`src/rtl/eses_pkg.sv`:
```
// package: constants, register map and state type of the encoder service error-status block
package eses_pkg;

    // ------------------------------------------------------------
    // register map (byte addresses on the axi4-lite slave)
    // ------------------------------------------------------------
    localparam int          ESES_REG_AW       = 8;
    localparam logic [7:0]  OFF_ERR_STAT      = 8'h00;
    localparam logic [7:0]  OFF_IRQ_STAT      = 8'h04;
    localparam logic [7:0]  OFF_IRQ_EN        = 8'h08;
    localparam logic [7:0]  OFF_IRQ_CLR       = 8'h0c;
    localparam logic [7:0]  OFF_CTRL          = 8'h10;
    localparam logic [7:0]  OFF_LAST_RESP     = 8'h14;
    localparam int          CTRL_CLR_ON_CHECK = 0;

    localparam logic [1:0]  AXI_OKAY          = 2'h0;
    localparam logic [1:0]  AXI_DECERR        = 2'h3;

    // ------------------------------------------------------------
    // error status layout
    // ------------------------------------------------------------
    localparam int          ERR_W             = 16;
    localparam int          ERR_NVM_RD        = 0;
    localparam int          ERR_NVM_WR        = 1;
    localparam int          ERR_RD_ONLY       = 2;
    localparam int          ERR_WR_ONLY       = 3;
    localparam int          ERR_UNKNOWN       = 7;
    localparam int          ERR_NUM_ZERO      = 13;
    localparam int          ERR_STEPS_HIGH    = 14;
    localparam logic [15:0] ERR_USED_MASK     = 16'h608f;

    // ------------------------------------------------------------
    // service request word
    // ------------------------------------------------------------
    localparam int          REQ_RW_BIT        = 30;
    localparam int          REQ_SVC_LSB       = 24;
    localparam int          SVC_W             = 6;
    localparam int          DATA_W            = 24;
    localparam int          NUM_W             = 16;
    localparam int          DEN_W             = 7;

    localparam logic [5:0]  SVC_MEAS_LEN      = 6'h02;
    localparam logic [5:0]  SVC_REV_NUM       = 6'h03;
    localparam logic [5:0]  SVC_PRESET        = 6'h06;
    localparam logic [5:0]  SVC_CHECK         = 6'h08;
    localparam logic [5:0]  SVC_REV_DEN       = 6'h09;
    localparam logic [5:0]  SVC_SSI           = 6'h0d;

    localparam logic [23:0] RESOLUTION_DEF    = 24'h002000;

    // ------------------------------------------------------------
    // state of the top module
    // ------------------------------------------------------------
    typedef enum logic [0:0] {
        ST_IDLE,
        ST_RDWAIT
    } eses_fsm_t;

    typedef struct packed {
        eses_fsm_t          fsm;
        logic               awready;
        logic               wready;
        logic               bvalid;
        logic [1:0]         bresp;
        logic               aw_held;
        logic               w_held;
        logic [7:0]         awaddr;
        logic [31:0]        wdata;
        logic [3:0]         wstrb;
        logic               arready;
        logic               rvalid;
        logic [1:0]         rresp;
        logic [31:0]        rdata;
        logic [15:0]        err;
        logic [15:0]        irq_stat;
        logic [15:0]        irq_en;
        logic               clr_on_check;
        logic               irq;
        logic               req_ready;
        logic               resp_valid;
        logic [31:0]        resp_word;
        logic [7:0]         pend_svc;
        logic [23:0]        meas_len;
        logic [15:0]        numer;
        logic [6:0]         denom;
    } eses_regs_t;

    localparam eses_regs_t  ESES_REGS_RST     = '0;

endpackage

```
`src/rtl/eses_param_mem.sv`:
```
// parameter store: one word per service number, registered read port
`timescale 1ns/1ps

module eses_param_mem #(
    parameter int AW = 6,
    parameter int DW = 24
) (
    input  wire logic          aclk,
    input  wire logic          aresetn,
    input  wire logic          wr_en,
    input  wire logic [AW-1:0] wr_addr,
    input  wire logic [DW-1:0] wr_data,
    input  wire logic          rd_en,
    input  wire logic [AW-1:0] rd_addr,
    output logic      [DW-1:0] rd_data_q
);

    logic [DW-1:0] mem [2**AW];
    logic [DW-1:0] rd_data_d;

    // the array holds no reset: unwritten services read back as whatever is stored
    always_ff @(posedge aclk) begin
        if (wr_en) begin
            mem[wr_addr] <= wr_data;
        end
    end

    always_comb begin
        rd_data_d = rd_data_q;
        if (rd_en) begin
            rd_data_d = mem[rd_addr];
        end
    end

    always_ff @(posedge aclk) begin
        if (!aresetn) begin
            rd_data_q <= '0;
        end else begin
            rd_data_q <= rd_data_d;
        end
    end

endmodule

```
`src/rtl/eses_top.sv`:
```
// service request handling, error status, interrupt and axi4-lite register slave
//
// Decided for this implementation: register access over AXI4-Lite and the address map.
`timescale 1ns/1ps

module eses_top
    import eses_pkg::*;
#(
    parameter logic [23:0] RESOLUTION = RESOLUTION_DEF
) (
    input  wire logic        aclk,
    input  wire logic        aresetn,
    input  wire logic [7:0]  s_axi_awaddr,
    input  wire logic        s_axi_awvalid,
    output logic             s_axi_awready,
    input  wire logic [31:0] s_axi_wdata,
    input  wire logic [3:0]  s_axi_wstrb,
    input  wire logic        s_axi_wvalid,
    output logic             s_axi_wready,
    output logic [1:0]       s_axi_bresp,
    output logic             s_axi_bvalid,
    input  wire logic        s_axi_bready,
    input  wire logic [7:0]  s_axi_araddr,
    input  wire logic        s_axi_arvalid,
    output logic             s_axi_arready,
    output logic [31:0]      s_axi_rdata,
    output logic [1:0]       s_axi_rresp,
    output logic             s_axi_rvalid,
    input  wire logic        s_axi_rready,
    input  wire logic        req_valid,
    input  wire logic [31:0] req_word,
    output logic             req_ready,
    output logic             resp_valid,
    output logic [31:0]      resp_word,
    input  wire logic        nvm_rd_fail,
    input  wire logic        nvm_wr_fail,
    output logic             irq
);

    // ------------------------------------------------------------
    // helpers
    // ------------------------------------------------------------
    // {can_read, can_write}; 2'b00 marks an unsupported service
    function automatic logic [1:0] svc_access(input logic [5:0] svc);
        logic [1:0] acc;
        acc = 2'b00;
        case (svc)
            SVC_MEAS_LEN, SVC_REV_NUM, SVC_REV_DEN, SVC_SSI: acc = 2'b11;
            SVC_PRESET: acc = 2'b01;
            SVC_CHECK:  acc = 2'b10;
            default:    acc = 2'b00;
        endcase
        return acc;
    endfunction

    // meas/(num/den) > res rewritten as meas*den > res*num to avoid a divider
    function automatic logic steps_exceed(input logic [23:0] meas, input logic [6:0] den,
                                          input logic [15:0] num, input logic [23:0] res);
        logic [39:0] lhs;
        logic [39:0] rhs;
        lhs = 40'(meas) * 40'(den);
        rhs = 40'(res) * 40'(num);
        return lhs > rhs;
    endfunction

    function automatic logic [31:0] apply_strobe(input logic [31:0] old_v,
                                                 input logic [31:0] new_v,
                                                 input logic [3:0]  strb);
        logic [31:0] r;
        r = old_v;
        for (int b = 0; b < 4; b++) begin
            if (strb[b]) begin
                r[8*b +: 8] = new_v[8*b +: 8];
            end
        end
        return r;
    endfunction

    // ------------------------------------------------------------
    // state
    // ------------------------------------------------------------
    eses_regs_t         s_q;
    eses_regs_t         s_d;
    logic [5:0]         svc;
    logic               req_rw;
    logic [23:0]        req_data;
    logic [1:0]         acc;
    logic               take;
    logic [15:0]        set;
    logic               clr_err;
    logic [15:0]        irq_clr;
    logic [31:0]        wr_val;
    logic               mem_we;
    logic               mem_re;
    logic [23:0]        mem_rd;
    logic               num_zero;
    logic               too_high;

    assign svc      = req_word[REQ_SVC_LSB +: SVC_W];
    assign req_rw   = req_word[REQ_RW_BIT];
    assign req_data = req_word[DATA_W-1:0];
    assign acc      = svc_access(svc);
    assign take     = req_valid && s_q.req_ready;
    assign num_zero = (s_q.numer == '0);
    assign too_high = !num_zero && steps_exceed(s_q.meas_len, s_q.denom, s_q.numer, RESOLUTION);

    eses_param_mem #(
        .AW (SVC_W),
        .DW (DATA_W)
    ) u_mem (
        .aclk      (aclk),
        .aresetn   (aresetn),
        .wr_en     (mem_we),
        .wr_addr   (svc),
        .wr_data   (req_data),
        .rd_en     (mem_re),
        .rd_addr   (svc),
        .rd_data_q (mem_rd)
    );

    // ------------------------------------------------------------
    // next state
    // ------------------------------------------------------------
    always_comb begin
        s_d            = s_q;
        s_d.resp_valid = 1'b0;
        set            = '0;
        clr_err        = 1'b0;
        irq_clr        = '0;
        wr_val         = '0;
        mem_we         = 1'b0;
        mem_re         = 1'b0;

        set[ERR_NVM_RD] = nvm_rd_fail;
        set[ERR_NVM_WR] = nvm_wr_fail;

        case (s_q.fsm)
            ST_IDLE: begin
                if (take) begin
                    s_d.pend_svc  = req_word[31:24];
                    s_d.resp_word = req_word;
                    if (acc == 2'b00) begin
                        set[ERR_UNKNOWN] = 1'b1;
                        s_d.resp_valid   = 1'b1;
                    end else if (req_rw && !acc[0]) begin
                        set[ERR_RD_ONLY] = 1'b1;
                        s_d.resp_valid   = 1'b1;
                    end else if (!req_rw && !acc[1]) begin
                        set[ERR_WR_ONLY] = 1'b1;
                        s_d.resp_valid   = 1'b1;
                    end else if (req_rw) begin
                        mem_we         = 1'b1;
                        s_d.resp_valid = 1'b1;
                        if (svc == SVC_MEAS_LEN) begin
                            s_d.meas_len = req_data;
                        end
                        if (svc == SVC_REV_NUM) begin
                            s_d.numer = req_data[NUM_W-1:0];
                            set[ERR_NUM_ZERO] = (req_data[NUM_W-1:0] == '0);
                        end
                        if (svc == SVC_REV_DEN) begin
                            s_d.denom = req_data[DEN_W-1:0];
                        end
                    end else if (svc == SVC_CHECK) begin
                        set[ERR_NUM_ZERO]   = num_zero;
                        set[ERR_STEPS_HIGH] = too_high;
                        s_d.resp_valid      = 1'b1;
                        s_d.resp_word       = {req_word[31:24], 8'h00,
                                               s_q.err | set};
                        clr_err             = s_q.clr_on_check;
                    end else begin
                        mem_re  = 1'b1;
                        s_d.fsm = ST_RDWAIT;
                    end
                end
            end
            ST_RDWAIT: begin
                s_d.resp_valid = 1'b1;
                s_d.resp_word  = {s_q.pend_svc, mem_rd};
                s_d.fsm        = ST_IDLE;
            end
            default: begin
                s_d.fsm = ST_IDLE;
            end
        endcase

        // ------------------------------------------------------------
        // axi4-lite write channel: address and data taken in either order
        // ------------------------------------------------------------
        if (s_q.bvalid && s_axi_bready) begin
            s_d.bvalid = 1'b0;
        end
        if (s_q.awready && s_axi_awvalid) begin
            s_d.aw_held = 1'b1;
            s_d.awaddr  = s_axi_awaddr;
        end
        if (s_q.wready && s_axi_wvalid) begin
            s_d.w_held = 1'b1;
            s_d.wdata  = s_axi_wdata;
            s_d.wstrb  = s_axi_wstrb;
        end
        if (s_q.aw_held && s_q.w_held && !s_q.bvalid) begin
            s_d.aw_held = 1'b0;
            s_d.w_held  = 1'b0;
            s_d.bvalid  = 1'b1;
            s_d.bresp   = AXI_OKAY;
            case (s_q.awaddr)
                OFF_IRQ_EN: begin
                    wr_val     = apply_strobe({16'h0000, s_q.irq_en}, s_q.wdata, s_q.wstrb);
                    s_d.irq_en = wr_val[15:0];
                end
                OFF_IRQ_CLR: begin
                    wr_val  = apply_strobe(32'h0000_0000, s_q.wdata, s_q.wstrb);
                    irq_clr = wr_val[15:0];
                end
                OFF_CTRL: begin
                    wr_val           = apply_strobe({31'h0000_0000, s_q.clr_on_check},
                                                    s_q.wdata, s_q.wstrb);
                    s_d.clr_on_check = wr_val[CTRL_CLR_ON_CHECK];
                end
                OFF_ERR_STAT, OFF_IRQ_STAT, OFF_LAST_RESP: begin
                    s_d.bresp = AXI_OKAY;
                end
                default: begin
                    s_d.bresp = AXI_DECERR;
                end
            endcase
        end
        s_d.awready = !s_d.aw_held && !s_d.bvalid;
        s_d.wready  = !s_d.w_held && !s_d.bvalid;

        // ------------------------------------------------------------
        // axi4-lite read channel
        // ------------------------------------------------------------
        if (s_q.rvalid && s_axi_rready) begin
            s_d.rvalid = 1'b0;
        end
        if (s_q.arready && s_axi_arvalid) begin
            s_d.rvalid = 1'b1;
            s_d.rresp  = AXI_OKAY;
            case (s_axi_araddr)
                OFF_ERR_STAT:  s_d.rdata = {16'h0000, s_q.err};
                OFF_IRQ_STAT:  s_d.rdata = {16'h0000, s_q.irq_stat};
                OFF_IRQ_EN:    s_d.rdata = {16'h0000, s_q.irq_en};
                OFF_IRQ_CLR:   s_d.rdata = 32'h0000_0000;
                OFF_CTRL:      s_d.rdata = {31'h0000_0000, s_q.clr_on_check};
                OFF_LAST_RESP: s_d.rdata = s_q.resp_word;
                default: begin
                    s_d.rdata = 32'h0000_0000;
                    s_d.rresp = AXI_DECERR;
                end
            endcase
        end
        s_d.arready = !s_d.rvalid;

        // ------------------------------------------------------------
        // error status and interrupt: a new event wins over any clear
        // ------------------------------------------------------------
        s_d.err       = (set & ERR_USED_MASK) | (clr_err ? 16'h0000 : s_q.err);
        s_d.irq_stat  = (set & ERR_USED_MASK) | (s_q.irq_stat & ~irq_clr);
        s_d.irq       = |(s_d.irq_stat & s_d.irq_en);
        s_d.req_ready = (s_d.fsm == ST_IDLE);
    end

    always_ff @(posedge aclk) begin
        if (!aresetn) begin
            s_q <= ESES_REGS_RST;
        end else begin
            s_q <= s_d;
        end
    end

    assign s_axi_awready = s_q.awready;
    assign s_axi_wready  = s_q.wready;
    assign s_axi_bvalid  = s_q.bvalid;
    assign s_axi_bresp   = s_q.bresp;
    assign s_axi_arready = s_q.arready;
    assign s_axi_rvalid  = s_q.rvalid;
    assign s_axi_rdata   = s_q.rdata;
    assign s_axi_rresp   = s_q.rresp;
    assign req_ready     = s_q.req_ready;
    assign resp_valid    = s_q.resp_valid;
    assign resp_word     = s_q.resp_word;
    assign irq           = s_q.irq;

    // ------------------------------------------------------------
    // checks
    // ------------------------------------------------------------
    nvm_rd_flag_a: assert property (@(posedge aclk) disable iff (!aresetn)
        nvm_rd_fail |=> s_q.err[ERR_NVM_RD] && s_q.irq_stat[ERR_NVM_RD])
        else $error("nvm read failure not flagged");

    nvm_wr_flag_a: assert property (@(posedge aclk) disable iff (!aresetn)
        nvm_wr_fail |=> s_q.err[ERR_NVM_WR])
        else $error("nvm write failure not flagged");

    read_only_a: assert property (@(posedge aclk) disable iff (!aresetn)
        take && req_rw && svc_access(svc) == 2'b10 |=> s_q.err[ERR_RD_ONLY] && resp_valid)
        else $error("write on read-only service not flagged");

    write_only_a: assert property (@(posedge aclk) disable iff (!aresetn)
        take && !req_rw && svc_access(svc) == 2'b01 |=> s_q.err[ERR_WR_ONLY] && resp_valid)
        else $error("read on write-only service not flagged");

    unknown_svc_a: assert property (@(posedge aclk) disable iff (!aresetn)
        take && svc_access(svc) == 2'b00 |=> s_q.err[ERR_UNKNOWN]
                                          && $past(req_word) == resp_word)
        else $error("unknown service not flagged");

    num_zero_a: assert property (@(posedge aclk) disable iff (!aresetn)
        (take && req_rw && svc == SVC_REV_NUM && req_data[NUM_W-1:0] == 16'h0000)
        || (take && !req_rw && svc == SVC_CHECK && num_zero) |=> s_q.err[ERR_NUM_ZERO])
        else $error("zero numerator not flagged");

    steps_high_a: assert property (@(posedge aclk) disable iff (!aresetn)
        take && !req_rw && svc == SVC_CHECK && too_high |=> s_q.err[ERR_STEPS_HIGH])
        else $error("steps per revolution overflow not flagged");

    check_resp_a: assert property (@(posedge aclk) disable iff (!aresetn)
        take && !req_rw && svc == SVC_CHECK |=> resp_valid && resp_word[23:16] == 8'h00
            && resp_word[31:24] == $past(req_word[31:24])
            && (resp_word[15:0] & ~ERR_USED_MASK) == 16'h0000)
        else $error("data check answer malformed");

    read_back_a: assert property (@(posedge aclk) disable iff (!aresetn)
        take && !req_rw && svc_access(svc) == 2'b11 |=> !resp_valid && !req_ready ##1
            resp_valid && req_ready && resp_word[31:24] == $past(req_word[31:24], 2))
        else $error("parameter read answer not two cycles after request");

endmodule

```
`config.mk`:
```
export PLATFORM = sky130hd
export DESIGN_NAME = eses_top
export DESIGN_NICKNAME = d
export VERILOG_FILES = /design/src/rtl/eses_pkg.sv /design/src/rtl/eses_param_mem.sv /design/src/rtl/eses_top.sv
export SDC_FILE = /design/constraint.sdc
export NUM_CORES = 2
export LEC_CHECK = 0
export BUFFER_PORTS_ARGS = -buffer_cell sky130_fd_sc_hd__buf_2
export CORE_MARGIN = 4
export CORE_UTILIZATION = 45
export CTS_BUF_LIST = sky130_fd_sc_hd__clkbuf_4
export CTS_CLUSTER_DIAMETER = 30
export DETAILED_ROUTE_END_ITERATION = 7
export MAX_ROUTING_LAYER = met4
export SETUP_SLACK_MARGIN = 0.2
export SLEW_MARGIN = 0
export SYNTH_ARGS = -nofsm -noshare
export SYNTH_HDL_FRONTEND = slang
export SYNTH_HIERARCHICAL = 1
export SYNTH_SLANG_ARGS = --single-unit
```
`constraint.sdc`:
```
create_clock -name aclk -period 8.1 [get_ports aclk]
set_input_delay 1.62 -clock aclk [delete_from_list [all_inputs] [get_ports aclk]]
set_output_delay 1.62 -clock aclk [all_outputs]
set_load 0.02 [all_outputs]
```
==> results.cfg <==
[run_status]
status = finished clean

[place]
place.port_buffers = 151
placed_area_sq_mm = 0.0770
hpwl_mm = 112
routabilityCongestion = 0.843

[yosys]
synth_edf_count = 1536
syn_nets = 4980
synth_warnings = 6
yosys_register_bits = 1758
synth.avg_cell_area_sq_um = 15.7
synth_top_area_share_pct = 62.5
ys_top_cells_by_area = edfxtp_1 62%, dfxtp_1 6.0%, mux4_2 5.9%, mux2_2 3.3%, fa_1 3.0%
yosysSeqAreaShare_pct = 68.5
synthArstFlopShare_pct = 0
ys.flop_type = edfxtp_1
synth_cells = 4712
synth_top_area_cell = edfxtp_1
syn_area_sq_mm = 0.0739
yosysUniqueCellTypes = 72

[clock_tree]
cts_tree = yes
ctsLongestPathBuffers = 4
cts_resized = 0
numCtsBuffers = 464
cts_setup_buffers = 0
holdBufCountCts = 0
cts-htree-levels = 5
root_buffer = clkbuf_4
clock_latency_ns = 1.35
clk_transition_reported_paths_ns = 0.06
numClockSinks = 1758

[worst_setup_path]
critPathSlowestCell = dfxtp_1
crit_top_cell = fa_1
cp.arrival_ns = 8.31
cp-end-kind = flip-flop
critPathRequiredTime_ns = 9.25
critPathTopFamily = adder cells
worst-path-max-fanout = 16
slowest_delay_ns = 0.52
startpoint_type = flip-flop
r2r_start = s_q[2]
crit_type = reg -> reg
worstSetupStartpoint = s_q[2]
critPathBufInv = 4

[worst_hold_path]
min-delay-start = s_axi_rdata[26]
hold_path_class = reg -> reg

[timing]
tightest_slew_ns = 1.30
drv_slew = 0
hold_violations = 0
rsz0062_at_grt = false
fin_tns_setup_ns = 0
skew_ns = 0.112
min_period_ns = 7.16
fmaxAchievable_ghz = 0.140
period_share_pct = 88.4
maxSlewHeadroom_pct = 12.6
finalSetupViolCount = 0

[cells_and_area]
final_cell_mix = 1536 x edfxtp_1, 653 x clkbuf_4, 305 x nand2_1, 221 x dfxtp_1, 214 x mux2_2
nFillCells = 13800
mostFrequentLayoutCell = edfxtp_1
drive_above_1_share_pct = 27.2
syn2layout_area_growth_pct = 11.8
fin_area_sq_mm = 0.0825
fin_nets = 5394

[detailed_routing]
drt_pre_antenna_iters = 6
ant_nets = 0
drt-total-wl_mm = 197
drc_errors = 0
wl_per_cell_um = 25.9
vias_per_cell = 5.75
drt_iter0_markers = 4556
dr_total_vias = 43900

[job]
max_cap_violations = 0

[grt]
grt_max_degree = 137
track_usage_pct = 23.6
grt_overflow = 0
grt_pass1_wl_mm = 286
grt_pass1_vias = 43200
antenna_found_initial = 20

[floorplanning]
die_x_um = 413
start_util_pct = 45.3
io_pins = 170
dieArea_sq_mm = 0.171
fp.dieH_um = 413
fp-row-count = 148
coreArea_sq_mm = 0.163

[power_and_ir_drop]
power_frac_clock_pct = 40.1
p_per_area_mw_per_mm2 = 218
p_leak_nw = 28.2
internal_power_mw = 13.9
seq_power_share_pct = 55.0
power_switching_mw = 4.12
p_sw_share_pct = 22.9
combPwrFrac_pct = 5.0
ir_drop_mv = 0.162
## metal layers
metal  up-vias  part of all wire (%)  wire length (um)  track usage, %
li1      19200                     -                 -               -
met1     22500                    43             84900            32.9
met2      1883                    46             90000            34.9
met3       275                   9.2             18100            5.69
met4         0                   2.2              4330            6.61
met5         -                     0                 0               -
## cells in the mapped netlist (65+ instances only)
library cell	instances
mux4_2	192
and2_1	128
nor2b_1	107
nor2_1	217
clkbuf_1	188
a211oi_1	105
buf_4	77
mux2_1	82
mux2_2	214
o21ai_0	111
nand2_1	306
edfxtp_1	1536
dfxtp_1	222
fa_1	109
a22o_1	97
inv_1	131
o22ai_1	98
ha_1	65
nor3_1	109
a21oi_1	184
## power by group through the flow
stage	Sequential [mW]	Combinational [mW]	Clock, mW
after global routing	9.88	0.951	7.94
final	9.89	0.895	7.20
after global placement	10.1	0.887	0
after floorplan	10.1	0.468	0
after CTS	9.88	0.901	7.41
after detailed placement	10.1	0.898	0
## stage by stage
step                      power [mW]  hold slack [ns]  cells  utilization [%]  setup WS [ns]
after floorplan                 10.5            0.432   4712                -           1.76
after global placement          11.0            0.435   6835             47.3          0.972
after detailed placement        11.0            0.447   6835             47.3          0.893
after CTS                       18.2            0.349   7608             50.6          0.860
after global routing            18.8            0.392   7621             50.6          0.249
final                           18.0            0.449   7628             50.7          0.938
## cells by family (layout without fill, tap and decap cells)
| family | after synthesis | in the layout | synth area share [%] |
|---|---|---|---|
| AOI/OAI and AO/OA | 719 | 719 | 6.43 |
| xor gates and xnor gates | 22 | 22 | 0.261 |
| adders and majority gates | 174 | 174 | 4.06 |
| buffers and inverters | 469 | 1190 | 2.96 |
| DFF | 1758 | 1758 | 68.5 |
| muxes | 516 | 516 | 10.7 |
| other | 0 | 20 | 0 |
| and+or+nand+nor | 1054 | 1054 | 7.08 |
## worst paths after layout
path                     end  slack (ns)  depth (start not counted)
min reg2reg  s_axi_rdata[26]        0.45                          2
max                 s_q[137]        0.94                         29
max reg2reg         s_q[137]        0.94                         29
min          s_axi_rdata[26]        0.45                          2
## worst reg2reg max path: cells and delay by family (launching register included)
family                   cells  cell delay, ns
buffers and inverters        4            0.55
AO/OA/AOI/OAI               11            2.43
adder cells (fa/ha/maj)      6            2.54
XOR/XNOR                     1            0.09
AND/OR/NAND/NOR              7            0.90
flip-flops                   1            0.52
## state kept, by name, summed over array words and instances (netlist names), 24 cells and up
signal and count:
s_axi_rdata 32, u_mem/mem 1536, resp_word 32, s_q 124, u_mem/rd_data_q 24
## area by class of cell
| cell class | count | area [sq um] | area share [%] |
|---|---|---|---|
| antenna | 20 | 50.0 | 0.0606 |
| clock buffer | 653 | 4900 | 5.94 |
| clock inverter | 120 | 547 | 0.662 |
| inverter | 132 | 500 | 0.606 |
| multi-input combinational | 2485 | 21400 | 25.9 |
| sequential | 1758 | 50600 | 61.3 |
| tap | 2175 | 2720 | 3.30 |
| timing repair buffer | 285 | 1900 | 2.30 |
No activity file was read; power rests on OpenSTA's default activity.
